File: config.mk
export PLATFORM = sky130hd
export DESIGN_NAME = spi_register_frame
export DESIGN_NICKNAME = d
export VERILOG_FILES = /design/src/spi_frame_pkg.sv /design/src/pin_sync.sv /design/src/spi_register_frame.sv
export SDC_FILE = /design/constraint.sdc
export NUM_CORES = 1
export LEC_CHECK = 0
export BUFFER_PORTS_ARGS = -buffer_cell sky130_fd_sc_hd__buf_4
export CELL_PAD_IN_SITES_DETAIL_PLACEMENT = 1
export CELL_PAD_IN_SITES_GLOBAL_PLACEMENT = 1
export CORE_MARGIN = 2
export CORE_UTILIZATION = 40
export DETAILED_ROUTE_END_ITERATION = 8
export PLACE_DENSITY_LB_ADDON = 0.1
export SKIP_CTS_REPAIR_TIMING = 1
export SYNTH_ARGS = -nofsm -noshare
export SYNTH_HDL_FRONTEND = slang
export SYNTH_SLANG_ARGS = --single-unit
File: constraint.sdc
create_clock -name clk -period 2.7 [get_ports clk]
set_clock_uncertainty 0.15 [all_clocks]
set_input_delay 0.27 -clock clk [delete_from_list [all_inputs] [get_ports clk]]
set_output_delay 0.27 -clock clk [all_outputs]
set_load 0.02 [all_outputs]
File: src/spi_frame_pkg.sv
// Constants for the serial register-access transaction framer.
// Assumes nothing beyond a SystemVerilog compiler.
package spi_frame_pkg;

	// ==========================================
	// Header layout, counted in wire bits
	localparam int HEADER_BITS = 32;
	localparam int ADDR_BITS = 24;
	localparam int LEN_BITS = 6;
	localparam int BYTE_BITS = 8;
	localparam int DIR_POS = 31;
	localparam int RSVD_POS = 30;
	localparam int LEN_MSB = 29;
	localparam int LEN_LSB = 24;
	localparam int WINDOW_MSB = 23;
	localparam int WINDOW_LSB = 16;

	// ==========================================
	// Field values
	localparam logic DIR_READ = 1'b1;
	localparam logic [7:0] DEVICE_WINDOW = 8'hd4;
	localparam logic [4:0] LAST_HEADER_BIT = 5'h1f;
	localparam logic [2:0] LAST_BYTE_BIT = 3'h7;
	localparam logic [2:0] FIRST_BYTE_BIT = 3'h0;

	// ==========================================
	// Sequencing
	typedef enum logic [1:0] {
		FRAME_IDLE,
		FRAME_HEADER,
		FRAME_DATA,
		FRAME_DONE
	} frame_state_type;

endpackage

File: src/pin_sync.sv
// Multi-stage synchroniser for pins that arrive from outside the clock domain.
// Assumes each bit is an independent level; no bus coherence is promised.
`timescale 1ns/10ps
`default_nettype none

module pin_sync #(
	parameter int WIDTH = 3,
	parameter int STAGES = 2,
	parameter logic [WIDTH-1:0] RESET_VALUE = '0
) (
	input wire logic clk,
	input wire logic reset_n,
	input wire logic [WIDTH-1:0] pinIn,
	output logic [WIDTH-1:0] pinOut
);

	if (STAGES < 2 || WIDTH < 1) begin : bad_params
		$error("pin_sync needs at least two stages and one bit");
	end

	// ==========================================
	// Flop chain; only the last stage is visible
	genvar i;
	generate
		for (i = 0; i < STAGES; i++) begin : chain
			logic [WIDTH-1:0] q;
			logic [WIDTH-1:0] d;
			if (i == 0) begin : head
				assign d = pinIn;
			end else begin : tail
				assign d = chain[i-1].q;
			end
			always_ff @(posedge clk or negedge reset_n) begin
				if (!reset_n) begin
					q <= RESET_VALUE;
				end else begin
					q <= d;
				end
			end
		end
	endgenerate

	assign pinOut = chain[STAGES-1].q;

endmodule

`default_nettype wire

File: src/spi_register_frame.sv
// Serial register-access transaction framer on the slave side of an SPI link.
// Assumes the SPI clock is slow enough to be oversampled: at least four clk periods per SPI half period.
`timescale 1ns/10ps
`default_nettype none

module spi_register_frame
	import spi_frame_pkg::*;
#(
	parameter int SYNC_STAGES = 2
) (
	input wire logic clk,
	input wire logic reset_n,
	input wire logic spiClk,
	input wire logic spiCsN,
	input wire logic spiMosi,
	output logic spiMisoOut,
	output logic spiMisoOe,
	output logic headerValid,
	output logic isRead,
	output logic [LEN_BITS-1:0] xferLen,
	output logic [ADDR_BITS-1:0] address,
	output logic [BYTE_BITS-1:0] rxByte,
	output logic rxValid,
	output logic rxLast,
	input wire logic [BYTE_BITS-1:0] txByte,
	output logic txReq,
	output logic frameEnd
);

	// Elaboration-time parameter check
	if (SYNC_STAGES < 2) begin : bad_sync_stages
		$error("spi_register_frame needs at least two synchroniser stages");
	end

	// ==========================================
	// Pin synchronisation and edge detection
	logic [2:0] syncPins;
	logic sclk;
	logic csN;
	logic mosi;
	logic sclkPrev;
	logic csPrev;

	pin_sync #(
		.WIDTH(3),
		.STAGES(SYNC_STAGES),
		.RESET_VALUE(3'h2)
	) u_sync (
		.clk(clk),
		.reset_n(reset_n),
		.pinIn({spiClk, spiCsN, spiMosi}),
		.pinOut(syncPins)
	);

	assign sclk = syncPins[2];
	assign csN = syncPins[1];
	assign mosi = syncPins[0];

	always_ff @(posedge clk or negedge reset_n) begin
		if (!reset_n) begin
			sclkPrev <= 1'b0;
			csPrev <= 1'b1;
		end else begin
			sclkPrev <= sclk;
			csPrev <= csN;
		end
	end

	// Sampling only on rising edges, driving only on falling edges
	wire riseEdge = sclk && !sclkPrev && !csN;
	wire fallEdge = !sclk && sclkPrev && !csN;
	wire csRelease = csN && !csPrev;

	// ==========================================
	// Frame state
	frame_state_type state;
	frame_state_type next_state;
	logic [HEADER_BITS-1:0] header;
	logic [4:0] headerCount;
	logic [2:0] bitInByte;
	logic [LEN_BITS-1:0] byteCount;
	logic [BYTE_BITS-1:0] rxShift;
	logic [BYTE_BITS-1:0] txShift;

	// Header fields as they stand once the last address bit is shifted in
	wire [HEADER_BITS-1:0] fullHeader = {header[HEADER_BITS-2:0], mosi};
	wire hdrRead = fullHeader[DIR_POS] == DIR_READ;
	// fullHeader[RSVD_POS] is deliberately left undecoded
	wire [LEN_BITS-1:0] hdrLen = fullHeader[LEN_MSB:LEN_LSB];
	wire [ADDR_BITS-1:0] hdrAddr = fullHeader[ADDR_BITS-1:0];
	wire hdrMatch = fullHeader[WINDOW_MSB:WINDOW_LSB] == DEVICE_WINDOW;

	wire headerDone = state == FRAME_HEADER && riseEdge && headerCount == LAST_HEADER_BIT;
	wire byteDone = state == FRAME_DATA && riseEdge && bitInByte == LAST_BYTE_BIT;
	wire lastByte = byteCount == xferLen;
	wire [BYTE_BITS-1:0] rxFull = {rxShift[BYTE_BITS-2:0], mosi};
	wire loadTx = state == FRAME_DATA && isRead && fallEdge && bitInByte == FIRST_BYTE_BIT;

	// ==========================================
	// Next-state decode
	always_comb begin
		next_state = state;
		case (state)
			FRAME_IDLE: begin
				if (!csN && csPrev) begin
					next_state = FRAME_HEADER;
				end
			end
			FRAME_HEADER: begin
				if (headerDone) begin
					// Foreign window: sit out the rest of the frame silently
					next_state = hdrMatch ? FRAME_DATA : FRAME_DONE;
				end
			end
			FRAME_DATA: begin
				if (byteDone && lastByte) begin
					next_state = FRAME_DONE;
				end
			end
			FRAME_DONE: begin
				next_state = FRAME_DONE;
			end
			default: begin
				next_state = FRAME_IDLE;
			end
		endcase
		if (csN) begin
			next_state = FRAME_IDLE;
		end
	end

	always_ff @(posedge clk or negedge reset_n) begin
		if (!reset_n) begin
			state <= FRAME_IDLE;
		end else begin
			state <= next_state;
		end
	end

	// ==========================================
	// Header capture
	always_ff @(posedge clk or negedge reset_n) begin
		if (!reset_n) begin
			header <= '0;
			headerCount <= '0;
		end else if (state != FRAME_HEADER) begin
			headerCount <= '0;
		end else if (riseEdge) begin
			header <= fullHeader;
			headerCount <= headerCount + 5'h1;
		end
	end

	always_ff @(posedge clk or negedge reset_n) begin
		if (!reset_n) begin
			headerValid <= 1'b0;
			isRead <= 1'b0;
			xferLen <= '0;
			address <= '0;
		end else begin
			headerValid <= headerDone && hdrMatch;
			if (headerDone) begin
				isRead <= hdrRead;
				xferLen <= hdrLen;
				address <= hdrAddr;
			end
		end
	end

	// ==========================================
	// Data phase; any idle gap before the first data bit is simply waited out
	always_ff @(posedge clk or negedge reset_n) begin
		if (!reset_n) begin
			bitInByte <= '0;
			byteCount <= '0;
			rxShift <= '0;
		end else if (state != FRAME_DATA) begin
			bitInByte <= '0;
			byteCount <= '0;
		end else if (riseEdge) begin
			rxShift <= rxFull;
			bitInByte <= bitInByte + 3'h1;
			if (bitInByte == LAST_BYTE_BIT) begin
				byteCount <= byteCount + 6'h1;
			end
		end
	end

	always_ff @(posedge clk or negedge reset_n) begin
		if (!reset_n) begin
			rxByte <= '0;
			rxValid <= 1'b0;
			rxLast <= 1'b0;
			txReq <= 1'b0;
			frameEnd <= 1'b0;
		end else begin
			rxValid <= byteDone && !isRead;
			rxLast <= byteDone && !isRead && lastByte;
			// Ask for the first read byte after the address, then one after each byte but the last
			txReq <= (headerDone && hdrMatch && hdrRead) || (byteDone && isRead && !lastByte);
			frameEnd <= csRelease;
			if (byteDone && !isRead) begin
				rxByte <= rxFull;
			end
		end
	end

	// ==========================================
	// Read data out, changed only on falling edges
	always_ff @(posedge clk or negedge reset_n) begin
		if (!reset_n) begin
			txShift <= '0;
			spiMisoOut <= 1'b0;
			spiMisoOe <= 1'b0;
		end else begin
			spiMisoOe <= state == FRAME_DATA && isRead && !csN;
			if (loadTx) begin
				txShift <= {txByte[BYTE_BITS-2:0], 1'b0};
				spiMisoOut <= txByte[BYTE_BITS-1];
			end else if (state == FRAME_DATA && isRead && fallEdge) begin
				txShift <= {txShift[BYTE_BITS-2:0], 1'b0};
				spiMisoOut <= txShift[BYTE_BITS-1];
			end
		end
	end

endmodule

`default_nettype wire

==> flow_summary.toml, run 1 <==
[sta]
min_period_ns = 2.04
relSlewSlack = 0.536
rsz0062_at_grt = "false"
setup_tns_ns = 0
post-route-period-util = 0.755
slew_violations = 0
setup_viol = 0
hold_viol = 0
tightest_slew_ns = 0.697
worst_slack_ns = 0.661
fmax_mhz = 491

[floorplanning]
placeableCoreArea_um2 = 11300
io-pin-count = 59
rows = 39
dieArea_um2 = 12300
start_util = 0.405
die_y_um = 111
fp.dieW_um = 111

[route]
remaining_drc_errors = 0
routed_wl_mm = 8.61
avgRoutedWirePerCell_um = 15.9
routed-via-count = 2679
via_per_inst = 4.94
detail-route-antenna-nets = 0
drtIter0Drc = 98
drt_first_pass_iters = 4

[grt]
grt_antenna_before_repair = 0
grt_use_met1 = 0.192
grt.total_usage = 0.155
grt-busiest-layer = "met2"
grtUsageMet3 = 0.0672
grt_pass1_vias = 2895
globalRouteMet2Util = 0.238
grt_max_degree = 53
grt_pass1_wl_mm = 14.8
grt-ovfl-total = 0

[finish]
synthToLayoutAreaGrowth_pct = 28.0
drive_gt1_frac = 0.451
fin_nets = 405
stdcell_area_um2 = 5870
diodes = 0

[worst_setup_path]
reg2reg_depth = 4
critical_path_class = "flip-flop to flip-flop"
rr_startpoint = "sclkPrev$_DFF_PN0_"
crit_required_ns = 2.84
cpPeakStageDelay_ns = 0.41
cp_max_fo = 21
crit_family = "simple AND/OR/NAND/NOR gates"
cp.arrival_ns = 2.18
cp-end-kind = "flip-flop"
cp-start-kind = "flip-flop"
worst-path-stages = 4
startpoint = "sclkPrev$_DFF_PN0_"
critPathSlowestCell = "dfrtp_1"
crit_buf_inv = 1
crit_path_cell_trace = "nor3b_4 > and3_1 > buf_4 > mux2_2"

[power_and_ir_drop]
total_power_mw = 4.37
power.density_nw_per_um2 = 745
max-vdd-ir-drop_mv = 0.388
leakage_nw = 3.05

[synthesis]
synthCells = 309
async_reset_ff_frac = 1.00
ys_types = 33
synth.most_common_cell = "dfrtp_1"
syn_area_um2 = 4590
synth_top_area_frac = 0.611
synth_flop_cell = "dfrtp_1"
yosysWarningCount = 0
yosysTopAreaCell = "dfrtp_1"
synth_edf_count = 0
netlist_top_cells_count = "112 x dfrtp_1, 74 x mux2_2, 20 x nor2_1"
synthTopCellsByArea = "dfrtp_1 61%, mux2_2 18%, mux2i_1 2.4%"
synth-seq-cells = 115
syn_area_per_cell_um2 = 14.8
synth_nets = 328
yosysSeqAreaShare = 0.628

[placement]
io_buffers = 58
routabilityCongestion = 0.703
place_ws_ns = 0.670
dp_hpwl_mm = 5.68
place_area_um2 = 5150

[hold_path]
worst_hold_path_type = "input pin to flip-flop"
hold_depth = 3
hold_start = "txByte[3]"

[outcome]
status = "completed"

[clock_tree]
cts_inserted_buffers = 17
cts_max_level = 4
worstSkewPairLatency_ns = 0.41
clkSlewWorstSetupHoldPaths_ns = 0.05
cts_tree = "built"
clockRootBuffer = "clkbuf_16"
cts_buffer_depth = 2
cts.sinks = 115

[flow_run]
cap_violations = 0
==> kinds of logic (layout without fill, tap and decap cells) <==
group / Yosys count / after routing / share of synthesized area
DFF: 115 / 115 / 0.628
AOI/OAI and AO/OA: 12 / 12 / 0.0153
muxes: 88 / 88 / 0.213
and+or+nand+nor: 56 / 56 / 0.0690
xor gates and xnor gates: 15 / 15 / 0.0287
buffers and inverters: 17 / 107 / 0.0292
adders and majority gates: 6 / 6 / 0.0164
==> metrics by stage <==
stage	hold slack, ns	utilization	cells
after floorplan	-0.176	-	309
after global placement	0.189	0.455	505
after detailed placement	0.186	0.455	505
after CTS	-0.224	0.514	537
after global routing	0.0196	0.519	542
final	0.00160	0.519	542
==> layer usage <==
metal | part of all wire | wire (um)
met1 | 0.44 | 3820
met2 | 0.49 | 4200
met3 | 0.052 | 445
met4 | 0.017 | 150
met5 | 0 | 0
==> flip-flops by register name, summed over array words and instances (netlist names), 2 cells and up <==
register,cells
bitInByte,3
rxShift,7
u_sync.chain.q,3
txShift,7
address,24
headerCount,5
state,2
byteCount,6
header,31
u_sync.pinOut,3
rxByte,8
xferLen,6
==> report_power, final <==
part | total (mW) | leakage [nW] | switching [mW] | internal, mW
Combinational | 0.0997 | 1.19 | 0.0543 | 0.0454
Clock | 2.50 | 0.329 | 0.749 | 1.75
Sequential | 1.77 | 1.54 | 0.0187 | 1.75
==> path summary, 6_finish.rpt <==
path | end | slack (ns)
worst min-delay path | txShift[4]$_DFFE_PN0P_ | 0.002
worst max-delay path | address[2]$_DFFE_PN0P_ | 0.66
max in group asynchronous | u_sync.chain[0].q[1]$_DFF_PN1_ | 1.41
worst max register to register | address[2]$_DFFE_PN0P_ | 0.66
min in group asynchronous | byteCount[1]$_DFFE_PN0P_ | 0.30
worst min register to register | u_sync.pinOut[0]$_DFF_PN0_ | 0.20
==> worst min-delay path, cell delays in order <==
cell	delay (ns)
buf_4	0.08
mux2i_1	0.05
o21ai_0	0.13
==> cell type report <==
type | instances | area [um^2]
well taps | 143 | 179
repair buffers | 70 | 551
multi-input cells | 177 | 1570
fillers | 1147 | 5450
flip-flops and latches | 115 | 2880
clock buffers | 23 | 498
clock inverters | 9 | 173
inverters | 5 | 18.8
==> layout by cell type, fill, tap and decap left out, drive strengths merged <==
cell type	Yosys	final
and3	5	5
mux2	77	77
nand2b	2	2
dfrtp	112	112
a22o	1	1
dlygate4sd3	0	5
a211oi	1	1
dfstp	3	3
nor4b	1	1
xor2	12	12
clkinvlp	0	1
nand2	15	15
inv	5	5
clkbuf	0	23
o21ai	7	7
nor2	20	20
a21oi	2	2
xnor2	3	3
nor3b	1	1
nand4b	1	1
o31ai	1	1
nand3b	1	1
mux2i	11	11
and4bb	2	2
clkinv	0	3
nand4	4	4
nor4	1	1
bufinv	0	5
buf	12	65
ha	6	6
and4b	1	1
nor2b	2	2
(Power assumes the default switching activity.)
==> run 2, diff against run 1 <==
--- a/config.mk
+++ b/config.mk
@@ -5,6 +5,7 @@
 export SDC_FILE = /design/constraint.sdc
 export NUM_CORES = 1
 export LEC_CHECK = 0
+export ABC_AREA = 1
 export BUFFER_PORTS_ARGS = -buffer_cell sky130_fd_sc_hd__buf_4
 export CELL_PAD_IN_SITES_DETAIL_PLACEMENT = 1
 export CELL_PAD_IN_SITES_GLOBAL_PLACEMENT = 1
==> constraint.sdc (replaced) <==
create_clock -name clk -period 1.95 [get_ports clk]
set_clock_uncertainty 0.15 [all_clocks]
set_input_delay 0.195 -clock clk [delete_from_list [all_inputs] [get_ports clk]]
set_output_delay 0.195 -clock clk [all_outputs]
set_load 0.02 [all_outputs]
==> run 2 against run 1 <==
  * Area after synthesis grew 0.27%
  * First-iteration DRC count grew 61%
  * Global-route usage grew 2.1 points
  * Synthesized cell count grew 56%
  * Die area grew 0.26%
==> flow_summary.toml, run 2 <==
[outcome]
status = "completed"

[finish]
utilization = 0.533
final_common_cell = "nand2_1"
top_register = "header"
fin_nets = 585
top_regs = "header x31, address x24, rxByte x8"
synthToLayoutAreaGrowth_pct = 31.2
layout_common_cells = "121 x nand2_1, 112 x dfrtp_1, 78 x o21ai_0"
diodes = 0
drive_gt1_frac = 0.215
largest_reg_flops = 31

[route]
avgRoutedWirePerCell_um = 14.0
remaining_drc_errors = 0
routed-via-count = 3479
routed_wl_mm = 10.1
drt_first_pass_iters = 4
detail-route-antenna-nets = 0
drtIter0Drc = 158
via_per_inst = 4.83

[synthesis]
synth.most_common_cell = "nand2_1"
synth_edf_count = 0
syn_area_per_cell_um2 = 9.54
async_reset_ff_frac = 1.00
synth_nets = 501
synthTopCellsByArea = "dfrtp_1 61%, nand2_1 9.9%, o21ai_0 8.5%"
synthCells = 482
synth-seq-cells = 115
yosysWarningCount = 0
ys_types = 29
yosysSeqAreaShare = 0.627
synth_flop_cell = "dfrtp_1"
synth_top_area_frac = 0.610
netlist_top_cells_count = "121 x nand2_1, 112 x dfrtp_1, 78 x o21ai_0"
syn_area_um2 = 4600
yosysTopAreaCell = "dfrtp_1"

[worst_setup_path]
reg2reg_slack_ns = 0.23
reg2reg_depth = 8
cp.arrival_ns = 1.89
rr_startpoint = "headerCount[0]$_DFFE_PN0P_"
cp_max_fo = 34
cpPeakStageDelay_ns = 0.40
rr_endpoint = "address[2]$_DFFE_PN0P_"
crit_required_ns = 2.11
cp-start-kind = "flip-flop"
crit_path_cell_trace = "ha_1 > nand2_1 > nor2_1 > ha_1 > nand2_2 > buf_12 > nand2_1 > o21ai_0"
cp-end-kind = "flip-flop"
critical_path_class = "flip-flop to flip-flop"
critPathSlowestCell = "dfrtp_1"

[sta]
relSlewSlack = 0.733
fmax_mhz = 580
setup_viol = 0
tightest_slew_ns = 0.401
rsz0062_at_grt = "false"
whs_ns = 0.0258
hold_viol = 0
setup_tns_ns = 0
post-route-period-util = 0.884
min_period_ns = 1.72
slew_violations = 0

[floorplanning]
start_util = 0.406
rows = 39
dieArea_um2 = 12400
io-pin-count = 59
fp.dieW_um = 111
placeableCoreArea_um2 = 11300
die_y_um = 111

[clock_tree]
worstSkewPairLatency_ns = 0.41
cts.sinks = 115
cts_inserted_buffers = 17
clockRootBuffer = "clkbuf_16"
cts_buffer_depth = 2
cts_tree = "built"
cts_max_level = 4
clkSlewWorstSetupHoldPaths_ns = 0.05

[power_and_ir_drop]
leakage_nw = 2.86
max-vdd-ir-drop_mv = 0.650
power.density_nw_per_um2 = 980

[hold_path]
hold_start = "txByte[3]"
hold_depth = 3
min_to = "txShift[4]$_DFFE_PN0P_"
worst_hold_path_type = "input pin to flip-flop"

[grt]
grt-ovfl-total = 0
grt_pass1_vias = 3759
grt_antenna_before_repair = 0
grt_max_degree = 56
grt.total_usage = 0.175
grt_pass1_wl_mm = 17.4

[placement]
routabilityCongestion = 0.791
dp_hpwl_mm = 6.68
io_buffers = 58

[flow_run]
cap_violations = 0
-- run 2: worst max path at each step --
stage                                     startpoint                 endpoint  cells past startpoint
after CTS                       state[1]$_DFFE_PN0P_   address[2]$_DFFE_PN0P_                      6
after floorplan           headerCount[0]$_DFFE_PN0P_  address[13]$_DFFE_PN0P_                      7
after detailed placement        state[1]$_DFFE_PN0P_   address[2]$_DFFE_PN0P_                      6
final                     headerCount[0]$_DFFE_PN0P_   address[2]$_DFFE_PN0P_                      8
after global placement          state[1]$_DFFE_PN0P_   address[5]$_DFFE_PN0P_                      7
after global routing      headerCount[0]$_DFFE_PN0P_   address[2]$_DFFE_PN0P_                      8
-- run 2: cells by family after synthesis --
| kind of cell | count (synthesis) | synth area share |
|---|---|---|
| AND/OR/NAND/NOR | 166 | 0.152 |
| adder cells (fa/ha/maj) | 6 | 0.0163 |
| XOR/XNOR | 3 | 0.00572 |
| AO/OA/AOI/OAI | 109 | 0.129 |
| buffers and inverters | 83 | 0.0705 |
| flip-flops | 115 | 0.627 |
-- run 2: critical path, delay by kind of cell (launching register included) --
family                   cells  cell delay (ns)
AO/OA/AOI/OAI                1             0.09
adder cells (fa/ha/maj)      2             0.41
buffers and inverters        1             0.21
flip-flops                   1             0.40
AND/OR/NAND/NOR              4             0.36
-- run 2: stage by stage --
step | worst slack (ns) | std cells | instance area, um^2 | total power, mW
after global routing | 0.0469 | 721 | 6030 | 6.13
after detailed placement | 0.157 | 677 | 5280 | 2.66
after global placement | 0.252 | 677 | 5280 | 2.66
final | 0.226 | 721 | 6030 | 5.91
after floorplan | 0.288 | 482 | 4600 | 2.56
after CTS | 0.153 | 708 | 5900 | 5.96
-- run 2: layout make-up --
class                   instances  area (um^2)
fillers                      1262         5290
inverters                      68          258
clock buffers                  21          470
well taps                     143          179
multi-input cells             284         1400
repair buffers                 80          688
clock inverters                10          155
flip-flops and latches        115         2880
-- run 2: layer usage --
layer,part of all wire,wire [um],track usage,up-vias
met5,0,0,0,-
met4,0.019,191,0.0741,0
met3,0.045,455,0.0530,17
met2,0.48,4880,0.287,61
met1,0.45,4580,0.217,1709
li1,-,-,-,1692
-- run 2: power by group --
group / internal [mW] / switching [mW] / total (mW)
logic: 0.0649 / 0.102 / 0.167
registers: 2.44 / 0.0314 / 2.47
clock network: 2.22 / 1.06 / 3.28
total: 4.72 / 1.19 / 5.91
==> run 3, diff against run 2 <==
--- a/config.mk
+++ b/config.mk
@@ -17,3 +17,4 @@
 export SYNTH_ARGS = -nofsm -noshare
 export SYNTH_HDL_FRONTEND = slang
 export SYNTH_SLANG_ARGS = --single-unit
+export TNS_END_PERCENT = 30
==> constraint.sdc (replaced) <==
create_clock -name clk -period 1.95 [get_ports clk]
set_clock_uncertainty 0.15 [all_clocks]
set_input_delay 0.195 -clock clk [delete_from_list [all_inputs] [get_ports clk]]
set_output_delay 0.195 -clock clk [all_outputs]
set_load 0.1 [all_outputs]
==> run 3 against run 2 <==
  * The flow now finishes with violations (negative hold slack)
  * Critical path depth rose by 1
  * Core utilization is 0.38 points lower
  * Routed wire length increased by 1.6%
  * Hold slack got worse by 0.037 ns
  * First-iteration DRC count up 1.9%
  * Sequential power barely moved
  * Clock power decreased by 5%
  * Via count is 0.14% higher
  * Sequential share of layout area rose by 0.36 points
  * Die area unchanged
  * Flip-flop and latch count unchanged
==> flow_summary.toml, run 3 (synthesized netlist as in run 2, its figures left out) <==
[hold_path]
hold_depth = 3
worst_hold_path_type = "input pin to flip-flop"

[worst_setup_path]
cpMostUsedCell = "nand2_1"
cp-end-kind = "flip-flop"
crit_buf_inv = 2
crit_family = "simple AND/OR/NAND/NOR gates"
cpPeakStageDelay_ns = 0.38
reg2reg_depth = 9
cp-start-kind = "flip-flop"
cp.arrival_ns = 1.93
cp_max_fo = 5
worst-path-stages = 9
crit_required_ns = 2.13
critPathSlowestCell = "dfrtp_1"
crit_path_cell_trace = "inv_1 > nand2_1 > nor2_4 > nand2_2 > nand2_1 > nand3_1 > nand2_1 > inv_1 > nor2_1"
critical_path_class = "flip-flop to flip-flop"

[finish]
layout_common_cells = "121 x nand2_1, 111 x dfrtp_1, 78 x o21ai_0"
top_regs = "header x31, address x24, rxByte x8"
fin_nets = 583
largest_reg_flops = 31
final_common_cell = "nand2_1"
diodes = 0
synthToLayoutAreaGrowth_pct = 30.3
drive_gt1_frac = 0.217
top_register = "header"

[clock_tree]
worstSkewPairLatency_ns = 0.41
cts_inserted_buffers = 17
cts_max_level = 4
clkSlewWorstSetupHoldPaths_ns = 0.05
cts.sinks = 115
cts_buffer_depth = 2
clockRootBuffer = "clkbuf_16"
cts_tree = "built"

[sta]
hold_viol = 1
post-route-period-util = 0.896
setup_tns_ns = 0
tightest_slew_ns = 0.476
worst_slack_ns = 0.203
min_period_ns = 1.75
slew_violations = 0
rsz0062_at_grt = "false"
whs_ns = -0.0110
setup_viol = 0
fmax_mhz = 573
relSlewSlack = 0.683

[outcome]
failed_checks = "negative hold slack"
status = "complete, but fails checks"

[power_and_ir_drop]
power.density_nw_per_um2 = 961
leakage_nw = 2.84
p_clk_frac = 0.540
power_frac_comb = 0.031
switchingPower_mw = 1.23
pwr-share-seq = 0.429
total_power_mw = 5.76
p_sw_frac = 0.213
p_int_mw = 4.53
max-vdd-ir-drop_mv = 0.616

[route]
drt_first_pass_iters = 4
avgRoutedWirePerCell_um = 14.3
routed-via-count = 3484
remaining_drc_errors = 0
routed_wl_mm = 10.3
drtIter0Drc = 161
via_per_inst = 4.84
detail-route-antenna-nets = 0

[floorplanning]
fp.dieW_um = 111
placeableCoreArea_um2 = 11300
dieArea_um2 = 12400
die_y_um = 111
rows = 39
io-pin-count = 59
start_util = 0.406

[flow_run]
cap_violations = 0

[placement]
io_buffers = 58
dp_hpwl_mm = 7.02
place_ws_ns = 0.110
routabilityCongestion = 0.806

[grt]
grt.total_usage = 0.181
grt_max_degree = 37
grt_pass1_wl_mm = 17.8
grt_antenna_before_repair = 0
grt-ovfl-total = 0
grt_pass1_vias = 3785
## run 3: cell types whose count changed in the layout (fill, tap and decap cells not counted), moves of 2 or more
cell	delta
clkinvlp_4	+2
clkbuf_8	-2
buf_4	-2
nor2_2	+2
clkinv_4	+2
## run 3: power by group through the flow
stage | logic, mW | registers [mW] | clock network (mW)
2_1_floorplan | 0.0581 | 2.51 | 0
3_3_place_gp | 0.161 | 2.51 | 0
3_5_place_dp | 0.169 | 2.51 | 0
4_1_cts | 0.169 | 2.47 | 3.18
5_1_grt | 0.208 | 2.48 | 3.29
6_report | 0.177 | 2.47 | 3.11
## run 3: final timing paths
check                                          startpoint                         end  slack (ns)
max                                  state[1]$_DFFE_PN0P_        state[0]$_DFFE_PN0P_        0.20
min                                             txByte[3]      txShift[4]$_DFFE_PN0P_       -0.01
max reg2reg                          state[1]$_DFFE_PN0P_        state[0]$_DFFE_PN0P_        0.20
min reg2reg                u_sync.chain[0].q[1]$_DFF_PN1_  u_sync.pinOut[1]$_DFF_PN1_        0.21
max in group asynchronous                         reset_n      rxShift[2]$_DFFE_PN0P_        0.85
min in group asynchronous                         reset_n    byteCount[1]$_DFFE_PN0P_        0.13
## run 3: layout make-up
type,count,area (um^2)
clock buffer,18,439
clock inverter,14,163
fill,1273,5330
inverter,68,255
multi-input combinational,284,1400
sequential,115,2880
tap,143,179
timing repair buffer,78,673
## run 3: stage by stage
step | hold WS (ns) | instances | utilization | instance area, um^2
final | -0.0110 | 720 | 0.529 | 5990
after global routing | 0.00492 | 720 | 0.529 | 5990
after CTS | -0.409 | 710 | 0.520 | 5890
after detailed placement | 0.0391 | 678 | 0.467 | 5290
after global placement | 0.0286 | 678 | 0.467 | 5290
after floorplan | -0.251 | 482 | - | 4600
## run 3: tightest hold or removal path: cells and delay by family
family	cells	cell delay [ns]
AO/OA/AOI/OAI	2	0.24
buffers and inverters	1	0.08
## run 3: metal layers
layer | track usage | vias up | part of all wire
li1 | - | 1698 | -
met5 | 0 | - | 0
met1 | 0.217 | 1720 | 0.45
met2 | 0.297 | 54 | 0.50
met3 | 0.0645 | 12 | 0.041
met4 | 0.0716 | 0 | 0.014
